## config.mk

```make
export PLATFORM = sky130hd
export DESIGN_NAME = epm_strap_port
export DESIGN_NICKNAME = d
export VERILOG_FILES = /design/src/verilog/epm_pkg.sv /design/src/verilog/epm_lowpwr.sv /design/src/verilog/epm_strap_port.sv
export SDC_FILE = /design/constraint.sdc
export NUM_CORES = 1
export LEC_CHECK = 0
export BUFFER_PORTS_ARGS = -buffer_cell sky130_fd_sc_hd__buf_2
export CAP_MARGIN = 20
export CELL_PAD_IN_SITES_DETAIL_PLACEMENT = 1
export CELL_PAD_IN_SITES_GLOBAL_PLACEMENT = 1
export CORE_ASPECT_RATIO = 0.7
export CORE_MARGIN = 1
export CORE_UTILIZATION = 38
export DETAILED_ROUTE_END_ITERATION = 12
export MAX_ROUTING_LAYER = met4
export PLACE_DENSITY = 0.94
export SKIP_LAST_GASP = 1
export SLEW_MARGIN = 10
export SYNTH_ARGS = -nofsm -noshare
export SYNTH_HDL_FRONTEND = slang
export SYNTH_SLANG_ARGS = --single-unit
```

## constraint.sdc

```tcl
create_clock -name sys_clk -period 1.8 [get_ports sys_clk]
set_input_delay 0.09 -clock sys_clk [delete_from_list [all_inputs] [get_ports sys_clk]]
set_output_delay 0.09 -clock sys_clk [all_outputs]
set_load 0.02 [all_outputs]
```

## src/verilog/epm_pkg.sv

```systemverilog
// Shared constants and types for the external program memory strap port
package epm_pkg;
	localparam int        ADDR_W       = 16;
	localparam int        CLK_STRAP_LO = 0;
	localparam int        CLK_STRAP_HI = 1;
	localparam int        DRV_STRAP    = 2;
	localparam logic [1:0] FREQ_24      = 2'h0;
	localparam logic [1:0] FREQ_48      = 2'h3;
	localparam logic [1:0] STRAP_RST    = 2'h0;
	localparam logic       DRV_RST      = 1'h0;
	localparam logic       ROM_SEL_RST  = 1'h1;
	localparam logic       STROBE_IDLE  = 1'h1;
	localparam logic       FREQ48_RST   = 1'h0;
	localparam logic       FREQ_RSV_RST = 1'h0;
	localparam logic [15:0] ADDR_OE_RST = 16'hFFF8;
	localparam logic [1:0] PULLDOWN_RST = 2'h3;
	localparam logic [1:0] PULLDOWN_OFF = 2'h0;
	localparam logic [7:0] DATA_RST     = 8'h00;

	typedef enum logic [1:0] {
		EPM_IN_RESET,
		EPM_CAPTURE,
		EPM_RUN
	} epm_phase_e;

	typedef struct packed {
		epm_phase_e       phase;
		logic [1:0]       clk_strap;
		logic             drv_strap;
		logic             freq48;
		logic             freq_rsv;
		logic             rom_sel;
		logic [ADDR_W-1:0] addr;
		logic [ADDR_W-1:0] addr_oe;
		logic [1:0]       pulldown_en;
		logic             wr_n;
		logic             rd_n;
		logic             ce_n;
		logic [7:0]       dout;
		logic             dout_oe;
		logic [7:0]       rdata;
	} epm_state_s;
endpackage

```

## src/verilog/epm_lowpwr.sv

```systemverilog
// Low-power condition decode for the code memory port
module epm_lowpwr (
	input  wire logic idle_bit,
	input  wire logic wake_interrupt_line,
	input  wire logic sleep_bit,
	output logic      low_power
);
	// Idle set, wake line negated, sleep set
	assign low_power = idle_bit & ~wake_interrupt_line & sleep_bit;
endmodule

```

## src/verilog/epm_strap_port.sv

```systemverilog
// External program memory port with reset-time straps
// Contract
// - In reset, low address pins read straps
// - Reset release latches straps, drops pull-downs
// - Strap 00 is 24 MHz, 11 is 48 MHz
// - Frequency strap pins at one float in low power
// - Strap zero pins drive like other addresses
// - Write strobe low signals write
// - Read strobe low signals read
// - Chip enable low outside low power
// - Chip enable high during reset
// - Third address strap selects clock driver
// - Data bus used only when internal select zero
module epm_strap_port (
	input  wire logic                       sys_clk,
	input  wire logic                       resetn,
	input  wire logic                       idle_bit,
	input  wire logic                       wake_interrupt_line,
	input  wire logic                       sleep_bit,
	input  wire logic [epm_pkg::ADDR_W-1:0] cpu_addr,
	input  wire logic                       cpu_rd,
	input  wire logic                       cpu_wr,
	input  wire logic [7:0]                 cpu_wdata,
	input  wire logic [2:0]                 strap_pins_in,
	input  wire logic                       rom_sel_pin_in,
	input  wire logic [7:0]                 code_mem_data_bus_in,
	output logic [epm_pkg::ADDR_W-1:0]      code_addr_out,
	output logic [epm_pkg::ADDR_W-1:0]      code_addr_oe,
	output logic [1:0]                      low_pin_pulldown_en,
	output logic                            code_mem_write_strobe_n,
	output logic                            code_mem_read_strobe_n,
	output logic                            code_mem_chip_enable_n,
	output logic [7:0]                      code_mem_data_bus_out,
	output logic                            code_mem_data_bus_oe,
	output logic [7:0]                      cpu_rdata,
	output logic [1:0]                      clk_freq_strap,
	output logic                            freq_is_48,
	output logic                            freq_reserved,
	output logic                            clock_driver_strap,
	output logic                            internal_code_select_bit
);
	// Registered state and its next value
	epm_pkg::epm_state_s s_q;
	epm_pkg::epm_state_s s_d;
	// Decoded low-power condition
	logic                low_power;
	// External bus usable for code transfers
	logic                ext_ok;
	// Write and read requests that reach the pins
	logic                wr_go;
	logic                rd_go;
	// Low address pin enables for this cycle
	logic [1:0]          low_oe;
	// Frequency strap levels on the low pins
	logic [1:0]          strap_now;

	// Strap pattern for 48 MHz operation
	function automatic logic freq_sel_48(
		input logic [1:0] strap
	);
		return strap == epm_pkg::FREQ_48;
	endfunction

	// Patterns 01 and 10 must not be used
	function automatic logic freq_sel_rsv(
		input logic [1:0] strap
	);
		return (strap != epm_pkg::FREQ_24) && (strap != epm_pkg::FREQ_48);
	endfunction

	// Strap one pins float in low power
	function automatic logic [1:0] low_pin_oe(
		input logic [1:0] strap,
		input logic       lp
	);
		logic [1:0] oe;
		oe = 2'h3;
		for (int i = 0; i < 2; i++)
		begin
			if (lp && strap[i])
			begin
				oe[i] = 1'h0;
			end
		end
		return oe;
	endfunction

	// Strobe level for a request, high when idle
	function automatic logic strobe_level(
		input logic go
	);
		return go ? !epm_pkg::STROBE_IDLE : epm_pkg::STROBE_IDLE;
	endfunction

	// Idle, wake and sleep combined
	epm_lowpwr u_lowpwr (
		.idle_bit            (idle_bit),
		.wake_interrupt_line (wake_interrupt_line),
		.sleep_bit           (sleep_bit),
		.low_power           (low_power)
	);

	// Requests only in run phase with external code
	assign ext_ok = (s_q.phase == epm_pkg::EPM_RUN) && !s_q.rom_sel;
	// Write wins when both requests stand
	assign wr_go = ext_ok && cpu_wr && !low_power;
	assign rd_go = ext_ok && cpu_rd && !cpu_wr && !low_power;
	// Pin enables of the two low address pins
	assign low_oe = low_pin_oe(s_q.clk_strap, low_power);
	// Clock frequency strap pins
	assign strap_now =
		strap_pins_in[epm_pkg::CLK_STRAP_HI:epm_pkg::CLK_STRAP_LO];

	// Next state
	always_comb
	begin
		s_d = s_q;
		case (s_q.phase)
			epm_pkg::EPM_IN_RESET:
			begin
				// First edge after release latches all straps
				s_d.clk_strap = strap_now;
				s_d.drv_strap = strap_pins_in[epm_pkg::DRV_STRAP];
				s_d.rom_sel = rom_sel_pin_in;
				// Frequency decodes kept in flops
				s_d.freq48 = freq_sel_48(strap_now);
				s_d.freq_rsv = freq_sel_rsv(strap_now);
				// Pull-downs off once straps are held
				s_d.pulldown_en = epm_pkg::PULLDOWN_OFF;
				s_d.phase = epm_pkg::EPM_RUN;
			end
			epm_pkg::EPM_CAPTURE:
			begin
				// Not entered; recovers to run
				s_d.phase = epm_pkg::EPM_RUN;
			end
			epm_pkg::EPM_RUN:
			begin
				// Straps stay put until the next reset
				s_d.phase = epm_pkg::EPM_RUN;
			end
			default:
			begin
				s_d.phase = epm_pkg::EPM_IN_RESET;
			end
		endcase
		// Pins follow the core only in run phase
		if (s_q.phase == epm_pkg::EPM_RUN)
		begin
			// Address and its drivers
			s_d.addr = cpu_addr;
			s_d.addr_oe = {epm_pkg::ADDR_W{1'h1}};
			s_d.addr_oe[1:0] = low_oe;
			// Chip enable and strobes
			s_d.ce_n = low_power;
			s_d.wr_n = strobe_level(wr_go);
			s_d.rd_n = strobe_level(rd_go);
			// Write data drives only during a write
			s_d.dout = cpu_wdata;
			s_d.dout_oe = wr_go;
			// Read data taken while the read strobe stands
			if (!s_q.rd_n)
			begin
				s_d.rdata = code_mem_data_bus_in;
			end
		end
	end

	// State register; reset puts pins 2:0 into strap duty
	always_ff @(posedge sys_clk or negedge resetn)
	begin
		if (!resetn)
		begin
			s_q.phase <= epm_pkg::EPM_IN_RESET;
			s_q.clk_strap <= epm_pkg::STRAP_RST;
			s_q.drv_strap <= epm_pkg::DRV_RST;
			s_q.freq48 <= epm_pkg::FREQ48_RST;
			s_q.freq_rsv <= epm_pkg::FREQ_RSV_RST;
			s_q.rom_sel <= epm_pkg::ROM_SEL_RST;
			s_q.addr <= '0;
			s_q.addr_oe <= epm_pkg::ADDR_OE_RST;
			s_q.pulldown_en <= epm_pkg::PULLDOWN_RST;
			s_q.wr_n <= epm_pkg::STROBE_IDLE;
			s_q.rd_n <= epm_pkg::STROBE_IDLE;
			s_q.ce_n <= epm_pkg::STROBE_IDLE;
			s_q.dout <= epm_pkg::DATA_RST;
			s_q.dout_oe <= 1'h0;
			s_q.rdata <= epm_pkg::DATA_RST;
		end
		else
		begin
			s_q <= s_d;
		end
	end

	// Address pins and their drivers
	assign code_addr_out = s_q.addr;
	assign code_addr_oe = s_q.addr_oe;
	assign low_pin_pulldown_en = s_q.pulldown_en;

	// Memory strobes
	assign code_mem_write_strobe_n = s_q.wr_n;
	assign code_mem_read_strobe_n = s_q.rd_n;
	assign code_mem_chip_enable_n = s_q.ce_n;

	// Data bus and read data
	assign code_mem_data_bus_out = s_q.dout;
	assign code_mem_data_bus_oe = s_q.dout_oe;
	assign cpu_rdata = s_q.rdata;

	// Latched straps and their decodes
	assign clk_freq_strap = s_q.clk_strap;
	assign freq_is_48 = s_q.freq48;
	assign freq_reserved = s_q.freq_rsv;
	assign clock_driver_strap = s_q.drv_strap;
	assign internal_code_select_bit = s_q.rom_sel;
endmodule

```

==> load_flow_metrics.sql, run 1 <==
INSERT INTO impl_metrics (metric_group, metric, value, unit) VALUES
('outcome', 'run_status', 'finished, final reports clean', ''),
('timing', 'final_max_slew_viol_count', '0', ''),
('synthesis', 'yosysWarningCount', '0', ''),
('placement', 'io_buffer_count', '89', ''),
('detailed_routing', 'totalWireLength', '4030', 'um'),
('detailed_routing', 'drt_pre_antenna_iters', '4', ''),
('detailed_routing', 'drt-wirelength-per-cell', '14.0', 'um'),
('timing', 'setup_viol_count_final', '0', ''),
('clocking', 'clock_tree.root_cell', 'sky130_fd_sc_hd__clkbuf_8', ''),
('final_layout', 'layout.cells.most_common', 'sky130_fd_sc_hd__buf_2', ''),
('synthesis', 'netlist_area', '2210', 'sq um'),
('placement', 'placedCellCount', '278', ''),
('worst_hold_path', 'worstHoldEndpoint', 'code_addr_out[15]', ''),
('critical_path', 'max_fanout_on_critical_path', '10', ''),
('synthesis', 'yosys-top-cells-area', 'sky130_fd_sc_hd__dfrtp_1, sky130_fd_sc_hd__buf_4, sky130_fd_sc_hd__mux2_2', ''),
('critical_path', 'worst_r2r_endpoint', 'cpu_rdata[6]', ''),
('floorplan', 'io-pin-count', '103', ''),
('worst_hold_path', 'hold-path-cell-count', '2', ''),
('timing', 'rsz0062_at_grt', 'false', ''),
('timing', 'period_share', '74.4', '%'),
('grt', 'grt_overflow_total', '0', ''),
('timing', 'final.setup_skew', '0.00913', 'ns'),
('critical_path', 'worst_r2r_path_depth', '2', ''),
('power_and_ir_drop', 'totalPowerFinal', '2.56', 'mW'),
('clocking', 'clock_insertion_delay_worst_skew', '0.29', 'ns'),
('grt', 'grt_pass1_vias', '1355', ''),
('critical_path', 'worstSetupStartpointType', 'register', ''),
('final_layout', 'layout-drive-gt1-share', '67.4', '%'),
('floorplan', 'start_util', '40.8', '%'),
('floorplan', 'placement_rows', '22', ''),
('synthesis', 'mapped_cells', '161', ''),
('power_and_ir_drop', 'ir_drop', '0.392', 'mV'),
('clocking', 'cts_buffer_depth', '2', ''),
('power_and_ir_drop', 'leakage', '1.23', 'nW'),
('detailed_routing', 'detail_route.iter0.violations', '13', ''),
('clocking', 'clkSinkCount', '47', ''),
('synthesis', 'synth_top_cell_area_share', '47.5', '%'),
('grt', 'grt_antenna_before_repair', '0', ''),
('power_and_ir_drop', 'p_per_area', '1020', 'nW/um^2'),
('critical_path', 'regToRegStartpoint', 's_q[61]', ''),
('synthesis', 'synth_top_area_cell', 'sky130_fd_sc_hd__dfrtp_1', ''),
('detailed_routing', 'remaining_drc_errors', '0', ''),
('final_layout', 'commonest_cells_after_routing_fill_and_taps_aside', 'sky130_fd_sc_hd__buf_2, sky130_fd_sc_hd__dfrtp_1, sky130_fd_sc_hd__mux2_2, sky130_fd_sc_hd__conb_1, sky130_fd_sc_hd__mux2_4', ''),
('final_layout', 'final_nets', '258', ''),
('floorplan', 'die_width', '93.2', 'um'),
('timing', 'final.setup.tns', '0', 'ns'),
('job', 'max-cap-violations', '0', ''),
('clocking', 'cts_setup_buffers', '0', ''),
('grt', 'grt_pass1_wl', '6560', 'um'),
('clocking', 'count_of_h_tree_levels_built_during_cts', '2', ''),
('timing', 'final-hold-violation-count', '0', ''),
('clocking', 'clkTransAtPathRegs', '0.08', 'ns'),
('synthesis', 'flip_flop_and_latch_count_after_synthesis', '47', ''),
('critical_path', 'setup.worst_path.class', 'reg -> reg', ''),
('timing', 'final_period_minus_worst_setup_slack', '1.34', 'ns'),
('grt', 'pin_count_of_the_biggest_net_entering_global_routing', '35', ''),
('synthesis', 'synthesis.area_per_instance', '13.7', 'sq um'),
('detailed_routing', 'postRouteAntennaNets', '0', ''),
('placement', 'pre_cts_slack', '0.450', 'ns'),
('final_layout', 'area_growth_syn_to_layout', '12.8', '%'),
('placement', 'dp_hpwl', '3070', 'um'),
('synthesis', 'yosysSeqAreaShare', '53.4', '%'),
('final_layout', 'final_core_density', '46.0', '%'),
('worst_hold_path', 'hp-start', 'cpu_addr[15]', ''),
('detailed_routing', 'post_drt_via_cell_ratio', '4.39', ''),
('placement', 'routabilityCongestion', '0.638', ''),
('critical_path', 'crit_path_end_kind', 'register', ''),
('worst_hold_path', 'min_path_type', 'in -> reg', ''),
('critical_path', 'critPathRequiredTime', '1.98', 'ns'),
('clocking', 'clock_tree_from_tritoncts', 'done', ''),
('floorplan', 'core_region_area', '5420', 'sq um');
==> cells in the mapped netlist <==
library cell / number
sky130_fd_sc_hd__and2_1: 1
sky130_fd_sc_hd__inv_1: 1
sky130_fd_sc_hd__buf_2: 1
sky130_fd_sc_hd__buf_6: 2
sky130_fd_sc_hd__o32a_1: 1
sky130_fd_sc_hd__dfstp_2: 5
sky130_fd_sc_hd__o32ai_1: 1
sky130_fd_sc_hd__mux2_4: 8
sky130_fd_sc_hd__or2_2: 1
sky130_fd_sc_hd__nand4bb_1: 1
sky130_fd_sc_hd__dfrtp_1: 42
sky130_fd_sc_hd__nand2_1: 1
sky130_fd_sc_hd__ha_1: 1
sky130_fd_sc_hd__nor2b_4: 1
sky130_fd_sc_hd__conb_1: 1
sky130_fd_sc_hd__clkbuf_1: 1
sky130_fd_sc_hd__a31oi_1: 2
sky130_fd_sc_hd__o22a_1: 1
sky130_fd_sc_hd__nor2_1: 2
sky130_fd_sc_hd__and3b_1: 1
sky130_fd_sc_hd__buf_4: 55
sky130_fd_sc_hd__mux2_2: 31
==> flip-flops by register name (all words and copies together), names as in the netlist <==
register / count
code_addr_oe: 3
code_addr_out: 16
freq_reserved: 1
code_mem_chip_enable_n: 1
low_pin_pulldown_en: 1
cpu_rdata: 8
code_mem_data_bus_oe: 1
code_mem_read_strobe_n: 1
clk_freq_strap: 2
code_mem_data_bus_out: 8
clock_driver_strap: 1
freq_is_48: 1
code_mem_write_strobe_n: 1
internal_code_select_bit: 1
s_q: 1
==> logic make-up after synthesis <==
kind of cell    synth area share, %
compound gates                 1.81
mux                            21.2
flops                          53.4
simple gates                   2.60
buf+inv                        20.2
fa+ha+maj                     0.565
other cells                   0.169
==> critical path, stage by stage, from the launching register on <==
cell,delay [ns]
sky130_fd_sc_hd__dfrtp_2,0.51
sky130_fd_sc_hd__nor2b_4,0.39
sky130_fd_sc_hd__mux2_4,0.34
==> through the flow <==
step           hold WS (ns)  area [sq um]
2_1_floorplan        -0.206          2260
3_3_place_gp         0.0773          2390
3_5_place_dp         0.0800          2390
4_1_cts              0.0130          2500
5_1_grt             0.00493          2500
6_report             0.0250          2500
==> per-layer routing <==
layer	up-vias	global-route usage, %	share of wire [%]
li1	575	-	-
met1	625	18.0	46
met2	59	24.3	48
met3	2	3.79	6.0
met4	0	4.04	0.25
met5	-	-	0
==> worst max path at each step <==
stage	slack (ns)	end	depth (start not counted)	start
2_1_floorplan	0.60	cpu_rdata[0]	3	code_mem_read_strobe_n
3_3_place_gp	0.50	cpu_rdata[0]	2	s_q[61]
3_5_place_dp	0.45	cpu_rdata[6]	2	s_q[61]
4_1_cts	0.44	cpu_rdata[6]	2	s_q[61]
5_1_grt	0.39	cpu_rdata[6]	2	s_q[61]
6_report	0.46	cpu_rdata[6]	2	s_q[61]
==> report_power, final <==
part / total (mW) / internal, mW / leakage, nW / switching (mW)
Combinational: 0.633 / 0.286 / 0.640 / 0.347
Sequential: 1.28 / 1.20 / 0.538 / 0.0797
Clock: 0.644 / 0.310 / 0.0482 / 0.334
==> what timing repair did <==
action                    CTS  global route
hold endpoints to repair   17             0
hold buffers                1             0
gates resized for setup     0             0
==> layout make-up <==
class | instances | area, sq um
fillers | 585 | 2930
flip-flops and latches | 47 | 1180
multi-input cells | 67 | 632
repair buffers | 92 | 495
well taps | 72 | 90.1
clock buffers | 7 | 86.3
clock inverters | 1 | 5.00
inverters | 1 | 3.75
No activity file was read; power rests on OpenSTA's default activity.
==> run 2: changes to the inputs <==
Settings changed: ABC_AREA set to 1, CORE_UTILIZATION 38 to 33, PLACE_DENSITY 0.94 to 0.89.
Clock period 1.8 ns to 1.3 ns, I/O delays scaled along.
==> run 2 against run 1 <==
  * Total power grew 36%
  * Wire length grew 32%
  * Synthesized cell count grew 56%
  * Register-to-register slack lost 0.23 ns
  * Worst setup slack lost 0.24 ns
  * Cell area grew 14%
  * Combinational power grew 44%
  * Clock power grew 28%
  * Non-clock buffer count grew 34
  * Core utilization shrank 1.3 points
  * Highest routed layer unchanged
==> load_flow_metrics.sql, run 2 <==
INSERT INTO impl_metrics (metric_group, metric, value, unit) VALUES
('synthesis', 'post_synthesis_share_of_cell_area_spent_on_xor_and_xnor_gates', '0', '%'),
('synthesis', 'synth-simple-area-share', '20.2', '%'),
('timing', 'setup_viol_count_final', '0', ''),
('final_layout', 'area_growth_syn_to_layout', '28.3', '%'),
('floorplan', 'floorplan.die_area', '7060', 'sq um'),
('floorplan', 'placement_rows', '24', ''),
('detailed_routing', 'routed-wl-met3', '245', 'um'),
('detailed_routing', 'remaining_drc_errors', '0', ''),
('timing', 'final_period_minus_worst_setup_slack', '1.08', 'ns'),
('final_layout', 'final_nets', '380', ''),
('power_and_ir_drop', 'clock_power_share', '23.7', '%'),
('synthesis', 'synth_most_common_cell', 'sky130_fd_sc_hd__nand2_1', ''),
('synthesis', 'synth_top_cell_area_share', '47.4', '%'),
('worst_hold_path', 'worstHoldEndpoint', 'cpu_rdata[6]', ''),
('worst_hold_path', 'hp-start', 'code_mem_data_bus_in[6]', ''),
('floorplan', 'die_y', '70.6', 'um'),
('synthesis', 'yosysSeqAreaShare', '53.3', '%'),
('power_and_ir_drop', 'power.switching_fraction', '31.8', '%'),
('timing', 'final_max_slew_viol_count', '0', ''),
('clocking', 'clkSinkCount', '47', ''),
('critical_path', 'critical-path-top-delay-family', 'flip-flops', ''),
('power_and_ir_drop', 'seqPwrFrac', '50.2', '%'),
('critical_path', 'worst_r2r_endpoint', 'cpu_rdata[3]', ''),
('clocking', 'clock_insertion_delay_worst_skew', '0.29', 'ns'),
('timing', 'rsz0062_at_grt', 'false', ''),
('placement', 'io_buffer_count', '89', ''),
('worst_hold_path', 'min_path_type', 'in -> reg', ''),
('clocking', 'count_of_h_tree_levels_built_during_cts', '2', ''),
('floorplan', 'io-pin-count', '103', ''),
('critical_path', 'worst_r2r_path_depth', '5', ''),
('detailed_routing', 'dr_total_vias', '1756', ''),
('clocking', 'clkTransAtPathRegs', '0.08', 'ns'),
('synthesis', 'flip_flop_and_latch_count_after_synthesis', '47', ''),
('synthesis', 'synth_edf_count', '0', ''),
('placement', 'routabilityCongestion', '0.713', ''),
('critical_path', 'arr_time_crit_path', '1.01', 'ns'),
('final_layout', 'final_core_density', '44.7', '%'),
('final_layout', 'n_antenna_cell', '0', ''),
('power_and_ir_drop', 'ir_drop', '0.585', 'mV'),
('timing', 'final-hold-violation-count', '0', ''),
('clocking', 'cts_setup_buffers', '0', ''),
('synthesis', 'netlist_area', '2220', 'sq um'),
('final_layout', 'layout.cells.most_common', 'sky130_fd_sc_hd__nand2_1', ''),
('critical_path', 'setup.worst_path.class', 'reg -> out', ''),
('critical_path', 'max_stage_delay', '0.56', 'ns'),
('critical_path', 'max_fanout_on_critical_path', '3', ''),
('grt', 'grt_pass1_vias', '1833', ''),
('clocking', 'ctsResizeCount', '0', ''),
('critical_path', 'worst-path-buf-inv', '1', ''),
('critical_path', 'critical_path_top_delay_cell', 'sky130_fd_sc_hd__dfstp_2', ''),
('critical_path', 'timing.critical_path.from', 'low_pin_pulldown_en[0]', ''),
('timing', 'period_share', '83.0', '%'),
('grt', 'grt_overflow_total', '0', ''),
('synthesis', 'synth_mux_area_share', '0', '%'),
('job', 'max-cap-violations', '0', ''),
('floorplan', 'core_region_area', '6370', 'sq um'),
('synthesis', 'synthesis.area_per_instance', '8.84', 'sq um'),
('critical_path', 'critPathRequiredTime', '1.24', 'ns'),
('detailed_routing', 'wl_on_met1', '2230', 'um'),
('final_layout', 'largest_register_ffs', '16', ''),
('placement', 'placement.cell_area', '2470', 'sq um'),
('detailed_routing', 'detail_route.iter0.violations', '28', ''),
('synthesis', 'synth-adder-area-share', '0.564', '%'),
('power_and_ir_drop', 'p_per_area', '1220', 'nW/um^2'),
('synthesis', 'combinational_family_with_the_most_area_after_synthesis', 'buffers and inverters', ''),
('power_and_ir_drop', 'power.net_switching', '1.11', 'mW'),
('timing', 'timing.final.ws_setup', '0.221', 'ns'),
('detailed_routing', 'wl_met2', '2800', 'um'),
('synthesis', 'yosys-top-cells-area', 'sky130_fd_sc_hd__dfrtp_1, sky130_fd_sc_hd__buf_4, sky130_fd_sc_hd__nand2_1', ''),
('detailed_routing', 'totalWireLength', '5310', 'um'),
('grt', 'pin_count_of_the_biggest_net_entering_global_routing', '48', ''),
('timing', 'final.setup.tns', '0', 'ns'),
('critical_path', 'regToRegStartpoint', 's_q[61]', ''),
('placement', 'dp_hpwl', '3550', 'um'),
('critical_path', 'timing.critical_path.cells', 'buf_2', ''),
('timing', 'final.setup_skew', '0.00749', 'ns'),
('worst_hold_path', 'hold-path-cell-count', '3', ''),
('grt', 'grt_antenna_before_repair', '0', ''),
('synthesis', 'compound_gate_fraction_of_synth_area', '3.84', '%'),
('synthesis', 'synth_top_cells_by_count', 'sky130_fd_sc_hd__nand2_1, sky130_fd_sc_hd__buf_4, sky130_fd_sc_hd__dfrtp_1, sky130_fd_sc_hd__inv_1, sky130_fd_sc_hd__nor2_1', ''),
('power_and_ir_drop', 'combinationalPowerShare', '26.1', '%'),
('detailed_routing', 'postRouteAntennaNets', '0', ''),
('final_layout', 'fillers', '799', ''),
('detailed_routing', 'post_drt_via_cell_ratio', '4.10', ''),
('timing', 'timing.fmax', '927', 'MHz'),
('synthesis', 'yosysWarningCount', '0', ''),
('grt', 'grt_pass1_wl', '8540', 'um'),
('clocking', 'clock_tree_from_tritoncts', 'done', ''),
('floorplan', 'start_util', '34.8', '%'),
('detailed_routing', 'routed.top_layer', 'met4', ''),
('final_layout', 'post_route_cell_area', '2850', 'sq um'),
('floorplan', 'die_width', '100', 'um'),
('synthesis', 'number_of_distinct_library_cells_after_synthesis', '18', ''),
('synthesis', 'synth_top_area_cell', 'sky130_fd_sc_hd__dfrtp_1', ''),
('detailed_routing', 'drt_pre_antenna_iters', '4', ''),
('synthesis', 'async_flop_share', '100', '%'),
('synthesis', 'synth_ff_type', 'sky130_fd_sc_hd__dfrtp_1', ''),
('detailed_routing', 'drt-wirelength-per-cell', '12.4', 'um'),
('critical_path', 'reg2reg_setup_slack', '0.23', 'ns'),
('clocking', 'cts_buffer_depth', '2', ''),
('grt', 'grt.total_usage', '16.2', '%'),
('final_layout', 'layout-drive-gt1-share', '35.0', '%'),
('clocking', 'tritoncts.num_buffers', '5', ''),
('placement', 'pre_cts_slack', '0.233', 'ns'),
('power_and_ir_drop', 'cell_internal_pwr', '2.38', 'mW'),
('final_layout', 'commonest_cells_after_routing_fill_and_taps_aside', 'sky130_fd_sc_hd__nand2_1, sky130_fd_sc_hd__buf_2, sky130_fd_sc_hd__dfrtp_1, sky130_fd_sc_hd__dlygate4sd3_1, sky130_fd_sc_hd__conb_1', ''),
('critical_path', 'crit_path_end_kind', 'output pin', ''),
('synthesis', 'mapped_cells', '251', ''),
('critical_path', 'worstSetupStartpointType', 'register', ''),
('power_and_ir_drop', 'leakage', '1.60', 'nW'),
('clocking', 'clock_tree.root_cell', 'sky130_fd_sc_hd__clkbuf_8', ''),
('outcome', 'run_status', 'finished, final reports clean', '');
## run 2: area by class of cell
type                    count  area, sq um  share of cell area, %
well taps                  91          114                   4.00
inverters                  13         48.8                   1.72
clock buffers               7         76.3                   2.68
flip-flops and latches     47         1180                   41.6
repair buffers            126          821                   28.8
clock inverters             1         5.00                  0.176
multi-input cells         143          598                   21.0
## run 2: kinds of logic (layout without fill, tap and decap cells)
family,Yosys count,count (layout)
other,1,14
adders and majority gates,1,1
DFF,47,47
buffers and inverters,74,147
and+or+nand+nor,117,117
AOI/OAI and AO/OA,11,11
## run 2: power groups by stage
stage          Sequential (mW)  Clock [mW]  Combinational, mW
2_1_floorplan             1.78           0              0.740
3_3_place_gp              1.77           0              0.822
3_5_place_dp              1.77           0              0.855
4_1_cts                   1.75       0.882              0.920
5_1_grt                   1.77       0.931              0.999
6_report                  1.75       0.824              0.910
## run 2: worst max-delay path by stage
| stage | to | slack (ns) | cells after the start |
|---|---|---|---|
| after floorplan | cpu_rdata[4] | 0.13 | 5 |
| after global placement | cpu_rdata[6] | 0.27 | 5 |
| after detailed placement | cpu_rdata[0] | 0.23 | 5 |
| after CTS | low_pin_pulldown_en[1] | 0.21 | 1 |
| after global routing | code_mem_data_bus_oe | 0.13 | 5 |
| final | low_pin_pulldown_en[1] | 0.22 | 1 |
## run 2: per-layer routing
metal	track usage, %	vias up
li1	-	849
met4	3.38	0
met3	3.75	5
met1	17.9	842
met2	29.9	60
met5	-	-
## run 2: stage by stage
stage	total power, mW	hold slack [ns]	instances
global placement	2.59	0.0669	391
global route	3.70	0.00386	428
CTS	3.55	0.00125	428
finish	3.48	0.0131	428
floorplan	2.52	-0.231	264
detailed placement	2.62	0.0774	391
## run 2: repair_timing
action / 4_1_cts / 5_1_grt
hold endpoints to repair: 70 / 0
hold buffers: 29 / 0
endpoints found under the setup margin: 0 / 0
## run 2: worst register-to-register path, delay by kind of cell (launching register included)
| kind | cells | cell delay [ns] |
|---|---|---|
| AO/OA/AOI/OAI | 1 | 0.05 |
| buffers and inverters | 2 | 0.21 |
| AND/OR/NAND/NOR | 2 | 0.31 |
| flip-flops | 1 | 0.38 |
